$ cat config.mk
export PLATFORM = sky130hd
export DESIGN_NAME = qac_reg_bank
export DESIGN_NICKNAME = d
export VERILOG_FILES = /design/src/inc/qac_pkg.sv /design/src/hdl/qac_ovr_detect.sv /design/src/hdl/qac_reg_bank.sv
export SDC_FILE = /design/constraint.sdc
export NUM_CORES = 1
export LEC_CHECK = 0
export BUFFER_PORTS_ARGS = -buffer_cell sky130_fd_sc_hd__buf_4
export CORE_ASPECT_RATIO = 0.9
export CORE_MARGIN = 3
export CORE_UTILIZATION = 50
export CTS_BUF_LIST = sky130_fd_sc_hd__clkbuf_16
export DETAILED_ROUTE_END_ITERATION = 8
export PLACE_DENSITY = 0.72
export SLEW_MARGIN = 25
export SYNTH_ARGS = -nofsm -noshare
export SYNTH_HDL_FRONTEND = slang
export SYNTH_SLANG_ARGS = --single-unit
$ cat constraint.sdc
create_clock -name clk_i -period 2.3 [get_ports clk_i]
set_input_delay 0.23 -clock clk_i [delete_from_list [all_inputs] [get_ports clk_i]]
set_output_delay 0.23 -clock clk_i [all_outputs]
set_load 0.005 [all_outputs]
$ cat src/inc/qac_pkg.sv
package qac_pkg;
  // Register indices on the 7-bit serial address space.
  localparam logic [6:0] ADDR_GLOBAL = 7'h00;
  localparam logic [6:0] ADDR_OVR = 7'h01;
  localparam logic [6:0] ADDR_CLKDIV = 7'h03;
  localparam logic [6:0] ADDR_PINREF = 7'h04;
  localparam logic [6:0] ADDR_PINSLEEP = 7'h05;
  localparam logic [6:0] ADDR_SERSLEEP = 7'h06;
  localparam logic [6:0] ADDR_PHSW_AB = 7'h07;
  localparam logic [6:0] ADDR_PHSW_CD = 7'h08;
  localparam logic [6:0] ADDR_PREEMP_CD = 7'h68;
  localparam logic [6:0] ADDR_OUTCUR_CD = 7'h6b;
  localparam logic [6:0] ADDR_PLLSEL = 7'h6c;
  // Reset values.
  localparam logic [15:0] RST_GLOBAL = 16'h0000;
  localparam logic [15:0] RST_OVR = 16'haf7a;
  localparam logic [15:0] RST_CLKDIV = 16'h4040;
  localparam logic [15:0] RST_PINREF = 16'h000f;
  localparam logic [15:0] RST_PINSLEEP = 16'h0000;
  localparam logic [15:0] RST_SERSLEEP = 16'hffff;
  localparam logic [15:0] RST_PHSW = 16'h0144;
  localparam logic [15:0] RST_PREEMP = 16'h0000;
  localparam logic [15:0] RST_OUTCUR = 16'h0000;
  localparam logic [15:0] RST_PLLSEL = 16'h0000;
  // Writable masks; other bits are fixed and read their reset value.
  localparam logic [15:0] WM_GLOBAL = 16'hf601;
  localparam logic [15:0] WM_OVR = 16'h8ffc;
  localparam logic [15:0] WM_CLKDIV = 16'h77f7;
  localparam logic [15:0] WM_PINREF = 16'hff0c;
  localparam logic [15:0] WM_ALL = 16'hffff;
  localparam logic [15:0] WM_PHSW = 16'h0200;
  localparam logic [15:0] WM_PREEMP = 16'hfff0;
  localparam logic [15:0] WM_PLLSEL = 16'h0003;
  // Field positions.
  localparam int B_WIDTH4 = 15;
  localparam int B_FORMAT = 14;
  localparam int B_DEC_AB = 13;
  localparam int B_FLT_AB = 12;
  localparam int B_DEC_CD = 10;
  localparam int B_FLT_CD = 9;
  localparam int B_SRST = 0;
  localparam int B_LVL_AB = 9;
  localparam int B_LEN_AB = 7;
  localparam int B_LVL_CD = 4;
  localparam int B_LEN_CD = 2;
  localparam int B_SRC_CD = 14;
  localparam int B_RAT_CD = 12;
  localparam int B_PH_CD = 8;
  localparam int B_REF_CD = 7;
  localparam int B_SRC_AB = 6;
  localparam int B_RAT_AB = 4;
  localparam int B_PH_AB = 0;
  localparam int B_OVR_PIN = 12;
  localparam int B_DLY_AB = 10;
  localparam int B_DLY_CD = 8;
  localparam int B_SYNC_AB = 3;
  localparam int B_SYNC_CD = 2;
  localparam int B_GUARD = 9;
  // Serial frame: direction bit, 7 address bits, 16 data bits.
  localparam int ADDR_BITS = 8;
  localparam int DATA_BITS = 16;
  localparam logic [4:0] FRAME_BITS = 5'd24;
  // Fast over-range latency in output clocks.
  localparam logic [2:0] OVR_LATENCY = 3'd6;
  localparam logic [2:0] OVR_FULL_DIV = 3'd7;
endpackage
$ cat src/hdl/qac_ovr_detect.sv
`timescale 1ns/1ps
module qac_ovr_detect
  import qac_pkg::*;
(
  input wire logic clk_i,
  input wire logic rst_n_i,
  input wire logic [13:0] mag_i,
  input wire logic [2:0] level_i,
  input wire logic [1:0] len_i,
  output logic flag_o
);
  typedef struct packed {
    logic [4:0] dly;
    logic [3:0] hold;
    logic flag;
  } qac_ovr_t;

  qac_ovr_t s_r;
  qac_ovr_t s_nxt;
  logic over;

  // Threshold is full scale times level over eight, full scale being 2^14.
  assign over = ({3'b000, mag_i} >= {level_i, 14'h0000} >> 3) && (level_i != 3'd0);

  always_comb
  begin
    s_nxt = s_r;
    // Five delay stages plus the flag register give six clocks of latency.
    s_nxt.dly = {s_r.dly[3:0], over};
    if (s_r.dly[4])
    begin
      s_nxt.hold = 4'd1 << len_i;
    end
    else if (s_r.hold != 4'd0)
    begin
      s_nxt.hold = s_r.hold - 4'd1;
    end
    s_nxt.flag = s_r.dly[4] || (s_r.hold > 4'd1);
  end

  always_ff @(posedge clk_i or negedge rst_n_i)
  begin
    if (!rst_n_i)
    begin
      s_r <= '0;
    end
    else
    begin
      s_r <= s_nxt;
    end
  end

  assign flag_o = s_r.flag;

  a_ovr_latency: assert property (@(posedge clk_i) disable iff (!rst_n_i)
    over |-> ##6 flag_o) else $error("over-range flag late");
  a_ovr_minlen: assert property (@(posedge clk_i) disable iff (!rst_n_i)
    $rose(flag_o) && len_i == 2'd2 && $stable(len_i) |-> flag_o [*4])
    else $error("over-range pulse too short");
endmodule

$ cat src/hdl/qac_reg_bank.sv
`timescale 1ns/1ps
// How it works
// Soft reset bit restores defaults, self clears.
// Width bit picks bidirectional or separate output.
// Format bit: twos complement or offset binary.
// Per-pair decimation enable bits.
// Per-pair filter low-pass or high-pass.
// Over-range flag six clocks after overload.
// Threshold is full scale times field/8.
// Pulse length field gives 1/2/4/8 clocks.
// Host should clear over-range top bit.
// Clock source from CD or AB divider.
// Divider field: none, two, four, unused.
// Phase field picks 2/4/8 phases.
// Host guards phase change with switch bit.
// CD frame reference from AB or CD.
// Over-range pins drive only when enabled.
// Frame reference delay codes 0/200/100/300 ps.
// Link sync buffers follow enable bits.
// Pin sleep bit keeps function powered.
// Sleep bit map shared by both registers.
// Serial sleep zero powers down, pin wins.
// Host uses listed low-power codes.
// Host keeps serial sleep bit 0 set.
// Frame is 8 address then 16 data, MSB first.
// First bit selects read; enable idles high between.
// Fixed bits read constants, ignore writes.
// Writable fields reset by both resets.
module qac_reg_bank
  import qac_pkg::*;
(
  input wire logic clk_i,
  input wire logic rst_n_i,
  input wire logic serial_clk_i,
  input wire logic serial_select_n_i,
  input wire logic serial_io_pin_i,
  output logic serial_io_pin_o,
  output logic serial_io_pin_oe_o,
  output logic serial_out_pin_o,
  output logic serial_out_pin_oe_o,
  input wire logic enable_pin_i,
  input wire logic [13:0] mag_a_i,
  input wire logic [13:0] mag_b_i,
  input wire logic [13:0] mag_c_i,
  input wire logic [13:0] mag_d_i,
  output logic [3:0] overrange_pin_o,
  output logic [3:0] overrange_pin_oe_o,
  output logic offset_binary_o,
  output logic decim_enable_pair_ab_o,
  output logic decim_enable_pair_cd_o,
  output logic filter_type_pair_ab_o,
  output logic filter_type_pair_cd_o,
  output logic clock_source_pair_ab_o,
  output logic clock_source_pair_cd_o,
  output logic [2:0] div_ratio_pair_ab_o,
  output logic [2:0] div_ratio_pair_cd_o,
  output logic [2:0] clock_phase_pair_ab_o,
  output logic [2:0] clock_phase_pair_cd_o,
  output logic phase_change_guard_ab_o,
  output logic phase_change_guard_cd_o,
  output logic frame_ref_source_cd_o,
  output logic [8:0] frame_ref_delay_ab_ps_o,
  output logic [8:0] frame_ref_delay_cd_ps_o,
  output logic link_sync_buffer_en_ab_o,
  output logic link_sync_buffer_en_cd_o,
  output logic [15:0] power_on_o
);
  typedef enum logic [1:0] {ST_IDLE, ST_ADDR, ST_DATA, ST_DONE} qac_state_t;

  typedef struct packed {
    logic [2:0] sclk_sync;
    logic [1:0] sel_sync;
    logic [1:0] sdi_sync;
    logic [1:0] en_sync;
    qac_state_t state;
    logic [4:0] cnt;
    logic rd;
    logic [6:0] addr;
    logic [15:0] shift;
    logic drive;
    logic sdo;
    logic [15:0] r_global;
    logic [15:0] r_ovr;
    logic [15:0] r_clk;
    logic [15:0] r_pin;
    logic [15:0] r_psleep;
    logic [15:0] r_ssleep;
    logic [15:0] r_phab;
    logic [15:0] r_phcd;
    logic [15:0] r_preemp;
    logic [15:0] r_outcur;
    logic [15:0] r_pll;
  } qac_state_all_t;

  qac_state_all_t s_r;
  qac_state_all_t s_nxt;
  logic [3:0] ovr_flag;
  logic sclk_rise;
  logic sclk_fall;

  // Fixed bits keep their reset value whatever the host writes.
  function automatic logic [15:0] merge(input logic [15:0] rst, input logic [15:0] wm,
                                        input logic [15:0] d);
    merge = (d & wm) | (rst & ~wm);
  endfunction

  function automatic logic [15:0] read_reg(input qac_state_all_t s, input logic [6:0] a);
    case (a)
      ADDR_GLOBAL: read_reg = s.r_global;
      ADDR_OVR: read_reg = s.r_ovr;
      ADDR_CLKDIV: read_reg = s.r_clk;
      ADDR_PINREF: read_reg = s.r_pin;
      ADDR_PINSLEEP: read_reg = s.r_psleep;
      ADDR_SERSLEEP: read_reg = s.r_ssleep;
      ADDR_PHSW_AB: read_reg = s.r_phab;
      ADDR_PHSW_CD: read_reg = s.r_phcd;
      ADDR_PREEMP_CD: read_reg = s.r_preemp;
      ADDR_OUTCUR_CD: read_reg = s.r_outcur;
      ADDR_PLLSEL: read_reg = s.r_pll;
      default: read_reg = 16'h0000;
    endcase
  endfunction

  // Divider code 11 is unused; it is treated as no division.
  function automatic logic [2:0] ratio(input logic [1:0] code);
    case (code)
      2'b01: ratio = 3'd2;
      2'b10: ratio = 3'd4;
      default: ratio = 3'd1;
    endcase
  endfunction

  // Only as many phase bits as the ratio offers are meaningful.
  function automatic logic [2:0] phase(input logic [1:0] code, input logic [2:0] ph);
    case (code)
      2'b01: phase = {1'b0, ph[1:0]};
      2'b10: phase = ph;
      default: phase = {2'b00, ph[0]};
    endcase
  endfunction

  function automatic logic [8:0] delay_ps(input logic [1:0] code);
    case (code)
      2'b01: delay_ps = 9'd200;
      2'b10: delay_ps = 9'd100;
      2'b11: delay_ps = 9'd300;
      default: delay_ps = 9'd0;
    endcase
  endfunction

  function automatic qac_state_all_t defaults(input qac_state_all_t s);
    defaults = s;
    defaults.r_global = RST_GLOBAL;
    defaults.r_ovr = RST_OVR;
    defaults.r_clk = RST_CLKDIV;
    defaults.r_pin = RST_PINREF;
    defaults.r_psleep = RST_PINSLEEP;
    defaults.r_ssleep = RST_SERSLEEP;
    defaults.r_phab = RST_PHSW;
    defaults.r_phcd = RST_PHSW;
    defaults.r_preemp = RST_PREEMP;
    defaults.r_outcur = RST_OUTCUR;
    defaults.r_pll = RST_PLLSEL;
  endfunction

  // -----------------------------------------------------------------------
  // Serial frame engine
  // -----------------------------------------------------------------------
  assign sclk_rise = s_r.sclk_sync[1] && !s_r.sclk_sync[2];
  assign sclk_fall = !s_r.sclk_sync[1] && s_r.sclk_sync[2];

  always_comb
  begin
    s_nxt = s_r;
    s_nxt.sclk_sync = {s_r.sclk_sync[1:0], serial_clk_i};
    s_nxt.sel_sync = {s_r.sel_sync[0], serial_select_n_i};
    s_nxt.sdi_sync = {s_r.sdi_sync[0], serial_io_pin_i};
    s_nxt.en_sync = {s_r.en_sync[0], enable_pin_i};
    if (s_r.r_global[B_SRST])
    begin
      s_nxt = defaults(s_nxt);
    end
    if (s_r.sel_sync[1])
    begin
      s_nxt.state = ST_IDLE;
      s_nxt.drive = 1'b0;
      s_nxt.cnt = 5'd0;
    end
    else
    begin
      case (s_r.state)
        ST_IDLE:
        begin
          s_nxt.state = ST_ADDR;
          s_nxt.cnt = 5'd0;
        end
        ST_ADDR:
        begin
          if (sclk_rise)
          begin
            s_nxt.cnt = s_r.cnt + 5'd1;
            if (s_r.cnt == 5'd0)
            begin
              s_nxt.rd = s_r.sdi_sync[1];
            end
            else
            begin
              s_nxt.addr = {s_r.addr[5:0], s_r.sdi_sync[1]};
            end
            if (s_r.cnt == 5'(ADDR_BITS - 1))
            begin
              s_nxt.state = ST_DATA;
              s_nxt.shift = read_reg(s_r, {s_r.addr[5:0], s_r.sdi_sync[1]});
            end
          end
        end
        ST_DATA:
        begin
          if (s_r.rd && sclk_fall)
          begin
            // Data changes on the falling edge so the host samples it settled.
            s_nxt.drive = 1'b1;
            s_nxt.sdo = s_r.shift[15];
            s_nxt.shift = {s_r.shift[14:0], 1'b0};
          end
          if (sclk_rise)
          begin
            s_nxt.cnt = s_r.cnt + 5'd1;
            if (!s_r.rd)
            begin
              s_nxt.shift = {s_r.shift[14:0], s_r.sdi_sync[1]};
            end
            if (s_r.cnt == FRAME_BITS - 5'd1)
            begin
              s_nxt.state = ST_DONE;
            end
          end
        end
        ST_DONE:
        begin
          if (!s_r.rd && s_r.cnt == FRAME_BITS)
          begin
            s_nxt.cnt = 5'd0;
            case (s_r.addr)
              ADDR_GLOBAL: s_nxt.r_global = merge(RST_GLOBAL, WM_GLOBAL, s_r.shift);
              ADDR_OVR: s_nxt.r_ovr = merge(RST_OVR, WM_OVR, s_r.shift);
              ADDR_CLKDIV: s_nxt.r_clk = merge(RST_CLKDIV, WM_CLKDIV, s_r.shift);
              ADDR_PINREF: s_nxt.r_pin = merge(RST_PINREF, WM_PINREF, s_r.shift);
              ADDR_PINSLEEP: s_nxt.r_psleep = s_r.shift;
              ADDR_SERSLEEP: s_nxt.r_ssleep = s_r.shift;
              ADDR_PHSW_AB: s_nxt.r_phab = merge(RST_PHSW, WM_PHSW, s_r.shift);
              ADDR_PHSW_CD: s_nxt.r_phcd = merge(RST_PHSW, WM_PHSW, s_r.shift);
              ADDR_PREEMP_CD: s_nxt.r_preemp = merge(RST_PREEMP, WM_PREEMP, s_r.shift);
              ADDR_OUTCUR_CD: s_nxt.r_outcur = s_r.shift;
              ADDR_PLLSEL: s_nxt.r_pll = merge(RST_PLLSEL, WM_PLLSEL, s_r.shift);
              default: s_nxt.cnt = 5'd0;
            endcase
          end
        end
        default: s_nxt.state = ST_IDLE;
      endcase
    end
  end

  always_ff @(posedge clk_i or negedge rst_n_i)
  begin
    if (!rst_n_i)
    begin
      s_r <= '0;
      s_r.sel_sync <= 2'b11;
      s_r.r_global <= RST_GLOBAL;
      s_r.r_ovr <= RST_OVR;
      s_r.r_clk <= RST_CLKDIV;
      s_r.r_pin <= RST_PINREF;
      s_r.r_psleep <= RST_PINSLEEP;
      s_r.r_ssleep <= RST_SERSLEEP;
      s_r.r_phab <= RST_PHSW;
      s_r.r_phcd <= RST_PHSW;
      s_r.r_preemp <= RST_PREEMP;
      s_r.r_outcur <= RST_OUTCUR;
      s_r.r_pll <= RST_PLLSEL;
    end
    else
    begin
      s_r <= s_nxt;
    end
  end

  // -----------------------------------------------------------------------
  // Pins and configuration outputs
  // -----------------------------------------------------------------------
  assign serial_io_pin_o = s_r.sdo;
  assign serial_io_pin_oe_o = s_r.drive && !s_r.r_global[B_WIDTH4];
  assign serial_out_pin_o = s_r.sdo;
  assign serial_out_pin_oe_o = s_r.drive && s_r.r_global[B_WIDTH4];

  assign offset_binary_o = s_r.r_global[B_FORMAT];
  assign decim_enable_pair_ab_o = s_r.r_global[B_DEC_AB];
  assign decim_enable_pair_cd_o = s_r.r_global[B_DEC_CD];
  assign filter_type_pair_ab_o = s_r.r_global[B_FLT_AB];
  assign filter_type_pair_cd_o = s_r.r_global[B_FLT_CD];
  assign clock_source_pair_ab_o = s_r.r_clk[B_SRC_AB];
  assign clock_source_pair_cd_o = s_r.r_clk[B_SRC_CD];
  assign div_ratio_pair_ab_o = ratio(s_r.r_clk[B_RAT_AB +: 2]);
  assign div_ratio_pair_cd_o = ratio(s_r.r_clk[B_RAT_CD +: 2]);
  assign clock_phase_pair_ab_o = phase(s_r.r_clk[B_RAT_AB +: 2], s_r.r_clk[B_PH_AB +: 3]);
  assign clock_phase_pair_cd_o = phase(s_r.r_clk[B_RAT_CD +: 2], s_r.r_clk[B_PH_CD +: 3]);
  assign phase_change_guard_ab_o = s_r.r_phab[B_GUARD];
  assign phase_change_guard_cd_o = s_r.r_phcd[B_GUARD];
  assign frame_ref_source_cd_o = s_r.r_clk[B_REF_CD];
  assign frame_ref_delay_ab_ps_o = delay_ps(s_r.r_pin[B_DLY_AB +: 2]);
  assign frame_ref_delay_cd_ps_o = delay_ps(s_r.r_pin[B_DLY_CD +: 2]);
  assign link_sync_buffer_en_ab_o = s_r.r_pin[B_SYNC_AB];
  assign link_sync_buffer_en_cd_o = s_r.r_pin[B_SYNC_CD];

  // Pin-held bits win; otherwise low pin or serial zero powers the function down.
  assign power_on_o = s_r.r_psleep | (s_r.en_sync[1] ? s_r.r_ssleep : 16'h0000);

  // -----------------------------------------------------------------------
  // Fast over-range detectors, one per channel, level and length per pair
  // -----------------------------------------------------------------------
  for (genvar ch = 0; ch < 4; ch++)
  begin : g_ovr
    qac_ovr_detect u_ovr (
      .clk_i(clk_i),
      .rst_n_i(rst_n_i),
      .mag_i(ch == 0 ? mag_a_i : ch == 1 ? mag_b_i : ch == 2 ? mag_c_i : mag_d_i),
      .level_i(ch < 2 ? s_r.r_ovr[B_LVL_AB +: 3] : s_r.r_ovr[B_LVL_CD +: 3]),
      .len_i(ch < 2 ? s_r.r_ovr[B_LEN_AB +: 2] : s_r.r_ovr[B_LEN_CD +: 2]),
      .flag_o(ovr_flag[ch])
    );
  end

  // Pin A sits at the top enable bit.
  assign overrange_pin_oe_o = {<<{s_r.r_pin[B_OVR_PIN +: 4]}};
  assign overrange_pin_o = ovr_flag & overrange_pin_oe_o;

  a_srst_clear: assert property (@(posedge clk_i) disable iff (!rst_n_i)
    s_r.r_global[B_SRST] |=> !s_r.r_global[B_SRST] && s_r.r_ovr == RST_OVR)
    else $error("soft reset did not restore");
  a_fixed_bits: assert property (@(posedge clk_i) disable iff (!rst_n_i)
    s_r.r_pin[1:0] == 2'b11 && s_r.r_ovr[1] && !s_r.r_ovr[0] && s_r.r_phab[8])
    else $error("fixed bit changed");
  a_width_sel: assert property (@(posedge clk_i) disable iff (!rst_n_i)
    !(serial_io_pin_oe_o && serial_out_pin_oe_o))
    else $error("both serial outputs driven");
  a_pin_unused: assert property (@(posedge clk_i) disable iff (!rst_n_i)
    !overrange_pin_oe_o[0] |-> !overrange_pin_o[0])
    else $error("disabled pin active");
  a_sleep_prio: assert property (@(posedge clk_i) disable iff (!rst_n_i)
    (power_on_o & s_r.r_psleep) == s_r.r_psleep)
    else $error("pin-held function powered down");
  a_idle_quiet: assert property (@(posedge clk_i) disable iff (!rst_n_i)
    s_r.sel_sync[1] |=> !serial_io_pin_oe_o && !serial_out_pin_oe_o)
    else $error("drive with select high");
  a_fmt_follow: assert property (@(posedge clk_i) disable iff (!rst_n_i)
    offset_binary_o == s_r.r_global[B_FORMAT] && decim_enable_pair_ab_o == s_r.r_global[13])
    else $error("format or decimation mismatch");
  a_div_map: assert property (@(posedge clk_i) disable iff (!rst_n_i)
    s_r.r_clk[5:4] == 2'b01 |-> div_ratio_pair_ab_o == 3'd2)
    else $error("divider map wrong");
endmodule

* Yosys cells after proc, flatten, opt, wreduce, memory -nomap -nowiden
Cells that the tools add are included.
** Word-level totals
- Flip-flop bits (word level) :: 258
- Latch bits :: 0
- Memory bits (writable) :: 0
- ROM bits :: 0
- Input bits :: 62
- Output and inout port bits :: 70
- Word-level logic and storage cells :: 169
- Memories :: 0
** Operators by class
- $add $sub $neg :: 5
- Multipliers :: 0
- Div/mod/pow operators :: 0
- $lt $le $gt $ge :: 8
- Equality and inequality tests :: 36
- Shift operators :: 2
- Mux-type cells :: 50
- Bitwise operators :: 2
- Reductions and logical operators :: 32
** Operators with widths (number)
- 176-bit 2-to-1 mux :: 3
- 16-bit 2-to-1 mux :: 15
- 177-bit 2-to-1 mux :: 1
- 16-bit one-hot mux with 11 select lines :: 1
- 7-bit by 3-bit equality test with 1-bit output (second input constant) :: 8
- 14-bit greater-or-equal comparator :: 4
- 9-bit one-hot mux with 3 select lines :: 2
- 7-bit equality test (second input constant) :: 6
- 4-bit 2-to-1 mux :: 8
- 16-bit one-hot mux with 2 select lines :: 1
- 31-bit 2-to-1 mux :: 1
- 24-bit 2-to-1 mux :: 1
- 3-bit one-hot mux with 2 select lines :: 4
- 7-bit 2-to-1 mux :: 3
- 5-bit one-hot mux with 4 select lines :: 1
- 18-bit 2-to-1 mux :: 1
- 2-bit equality test (second input constant) :: 8
- 4-bit by 1-bit > comparator with 1-bit output (second input constant) :: 4
- 16-bit OR :: 1
- 4-bit nonzero test :: 4
- 4-bit by 1-bit subtractor with 4-bit output (second input constant) :: 4
- 7-bit by 1-bit equality test with 1-bit output (second input constant) :: 2
- 7-bit by 2-bit equality test with 1-bit output (second input constant) :: 2
- 7-bit by 4-bit equality test with 1-bit output (second input constant) :: 2
- 19 further kinds :: 48

* Longest topological paths before layout
- Word-level depth :: 8
- Gate-level depth with buffers :: 9
- Mapped depth without buffers :: 7

* Hierarchy
A second synthesis with hierarchy kept.
** Second synthesis, totals
- Cells, all modules :: 1277
- Area, all modules :: 12784.8 um^2
** Modules (own cells, without submodules)
- qac_reg_bank :: times used 1, cells an instance 1069, area an instance 10582.6 um^2, seq. area each 5506.5 um^2
- qac_ovr_detect :: times used 4, cells an instance 52, area an instance 550.5 um^2, seq. area each 250.2 um^2

* Worst setup path after synthesis
Ideal clock, no wire load.
- Kind :: reg-to-reg
- Start point :: reg s_r[202] (netlist bit)
- End point :: reg s_r[10] (netlist bit)
- Setup time :: 0.119 ns
- Arrival :: 1.921 ns
- Data required time :: 2.181 ns
- Slack :: 0.260 ns
- Stages on the path, launching flop included :: 9
- Path buffers :: 1
- Period minus slack after synthesis :: 2.040 ns
- Cell sequence :: dfrtp_1 inv_1 ha_1 and4bb_2 nand3_1 or4_4 nor2b_4 buf_6 and2_1
** RTL lines
- start, declared :: line qac_reg_bank.sv:95 : qac_state_all_t s_r;
- start signal, assigned :: line qac_reg_bank.sv:285 : s_r <= s_nxt;

==> results.json <==
{
  "netlist_area_mm2": 0.0129,
  "rr_startpoint": "s_r[202]",
  "root_buffer": "clkbuf_16",
  "worstPathMaxFanout": 23,
  "worstPathArrival_ns": 2.58,
  "num_rows": 55,
  "ys_ff_latch": 258,
  "synth_edf_count": 0,
  "routedWlPerCell_um": 19.8,
  "grt_pass1_wl_um": 54500,
  "drive_gt1_frac": 0.235,
  "syn_area_per_cell_um2": 9.94,
  "io_pins": 132,
  "routed_wl_um": 35200,
  "crit_start": "s_r[202]",
  "die_w_um": 175,
  "r2r-end": "s_r[116]",
  "synth_largest_area_cell": "dfrtp_1",
  "relSlewSlack": 0.452,
  "core_area_mm2": 0.0253,
  "layout_min_cycle_time_ns": 2.15,
  "leakage_uw": 0.00701,
  "min_from": "mag_c_i[13]",
  "rsz0062_at_grt": "no",
  "htreeDepth": 1,
  "fin_nets": 1520,
  "skew_ns": 0.00802,
  "crit_required_ns": 2.73,
  "clock-sinks": 258,
  "cap_violations": 0,
  "synthToLayoutAreaGrowth_pct": 19.3,
  "ys_seq_area_frac": 0.506,
  "cts_tree": "done",
  "drc": 0,
  "synthArstFlopShare": 1.00,
  "diodes": 0,
  "p_per_area_mw_per_mm2": 691,
  "grt_start_max_net_pins": 76,
  "setup_viol": 0,
  "timing.final.crit_share": 0.935,
  "drtPass1Iterations": 8,
  "ys_types": 59,
  "die-area_mm2": 0.0277,
  "fp.dieH_um": 158,
  "setup_tns_ns": 0,
  "r2r_slack_ns": 0.15,
  "synth_most_common_cell": "dfrtp_1",
  "critical-path-slowest-cell": "dfrtp_1",
  "cp_cell_sequence": "inv_1 > ha_1 > and4bb_2 > nand4_1 > buf_4 > nor3_2 > buf_12 > nor2_1 > and2_1",
  "synth_area_leaders": "dfrtp_1 (42%), dfstp_2 (8.4%), ha_1 (4.3%)",
  "yosysWarnings": 0,
  "setup.worst_path.start_class": "flip-flop",
  "hold_end": "g_ovr[2].u_ovr.s_nxt[6]",
  "end_kind": "flip-flop",
  "vias": 10100,
  "rr_worst_depth": 9,
  "hold_viol_final": 0,
  "drv_slew": 0,
  "ant_nets": 0,
  "min_path_type": "in2reg",
  "initial_core_util": 0.509,
  "port_buffers": 125,
  "global_route.usage.total": 0.250,
  "status": "completed",
  "first_global_vias": 9704,
  "synthCells": 1294,
  "grt_antenna_before_repair": 1,
  "holdWs_ns": 0.0814,
  "synth_commonest_cells": "dfrtp_1 (217), o21ai_0 (104), nand2_1 (103)",
  "clk_pin_slew_ns": 0.06,
  "cts_buffers": 29,
  "vdd_drop_max_mv": 0.469,
  "via_per_inst": 5.67,
  "max_freq_mhz": 465,
  "tightest_slew_ns": 0.818,
  "routabilityCongestion": 0.970,
  "holdPathStages": 4,
  "yosys_most_used_dff": "dfrtp_1",
  "crit_type": "reg2reg",
  "clk_latency_ns": 0.54,
  "synth_top_area_frac": 0.422,
  "grt-ovfl-total": 0,
  "dp_hpwl_um": 24300,
  "slowest_delay_ns": 0.41,
  "cts.path.max_buffers": 3,
  "initialDrtViolationCount": 947
}
-- state kept, by name, indices dropped and copies added (netlist names), 4 cells and up --
signal,count
overrange_pin_oe_o,4
g_ovr.u_ovr.s_nxt,16
g_ovr.u_ovr.s_r,20
s_r,201
g_ovr.u_ovr.flag_o,4
-- power breakdown --
part	total [uW]	switching (uW)	internal, uW	leakage (uW)
Clock	4490	1870	2620	0.000476
Combinational	1190	649	544	0.00315
Sequential	4920	172	4750	0.00339
-- worst max-delay path, delay by kind of cell, from the launching register on --
kind	cells	cell delay, ns
simple gates	5	0.96
buf+inv	3	0.49
flops	1	0.41
fa+ha+maj	1	0.17
-- cells in the final DEF (no fill, tap or decap), drive strengths merged, types with 13 or more instances in the layout --
master	count
nand3	17
a22oi	36
nor3b	13
nor2	85
mux2i	29
clkbuf	29
a21o	21
a211oi	13
dfrtp	217
mux2	32
a21oi	59
o21ai	112
nand2b	73
ha	44
nor3	31
or3	15
dfstp	41
inv	48
and2	68
buf	185
nor4	13
or2	18
nand2	103
-- timing repair --
action                     in CTS  in global routing
setup endpoints to repair       0                 14
gates resized for setup         0                  2
buffers inserted                0                  0
hold buffers                    5                  0
hold endpoints to repair       51                  0
-- area by class of cell --
cell class / count / area, um2
Timing Repair Buffer: 190 / 1570
Sequential cell: 258 / 6510
Inverter: 40 / 150
Clock inverter: 24 / 194
Fill cell: 2107 / 9910
Clock buffer: 29 / 726
Multi-Input combinational cell: 895 / 5770
Tap cell: 342 / 428
-- metal layers --
| metal | routed length (um) | track usage | part of all wire | vias up |
|---|---|---|---|---|
| met4 | 877 | 0.0668 | 0.025 | 2 |
| met1 | 15900 | 0.357 | 0.45 | 4964 |
| li1 | - | - | - | 4704 |
| met3 | 2730 | 0.0559 | 0.078 | 65 |
| met2 | 15800 | 0.391 | 0.45 | 345 |
| met5 | 13 | 0 | 0.00037 | - |
-- logic make-up (layout without fill, tap and decap cells) --
family | Yosys count | count (layout) | synth area share
simple gates | 475 | 475 | 0.199
compound gates | 301 | 301 | 0.145
flops | 258 | 258 | 0.506
buf+inv | 146 | 283 | 0.0506
mux | 61 | 61 | 0.0506
fa+ha+maj | 44 | 44 | 0.0428
xor+xnor | 8 | 8 | 0.00545
other cells | 1 | 6 | 0.000291
-- worst max path at each step --
stage                          end  depth (start not counted)  slack (ns)
final                     s_r[116]                          9        0.15
after global placement     s_r[11]                          7        0.17
after floorplan            s_r[10]                          8        0.26
after CTS                  s_r[11]                          6        0.09
after global routing      s_r[119]                          9        0.02
after detailed placement   s_r[11]                          6        0.11
-- through the flow --
stage / instance area [um2] / cells / power [uW] / setup slack, ns / util
floorplan: 12900 / 1299 / 5750 / 0.260 / -
global placement: 14400 / 1720 / 6110 / 0.170 / 0.569
detailed placement: 14400 / 1720 / 6180 / 0.111 / 0.569
CTS: 15300 / 1778 / 10700 / 0.0922 / 0.607
global route: 15300 / 1778 / 11000 / 0.0154 / 0.608
finish: 15300 / 1778 / 10600 / 0.150 / 0.608
No activity file was read; power rests on OpenSTA's default activity.
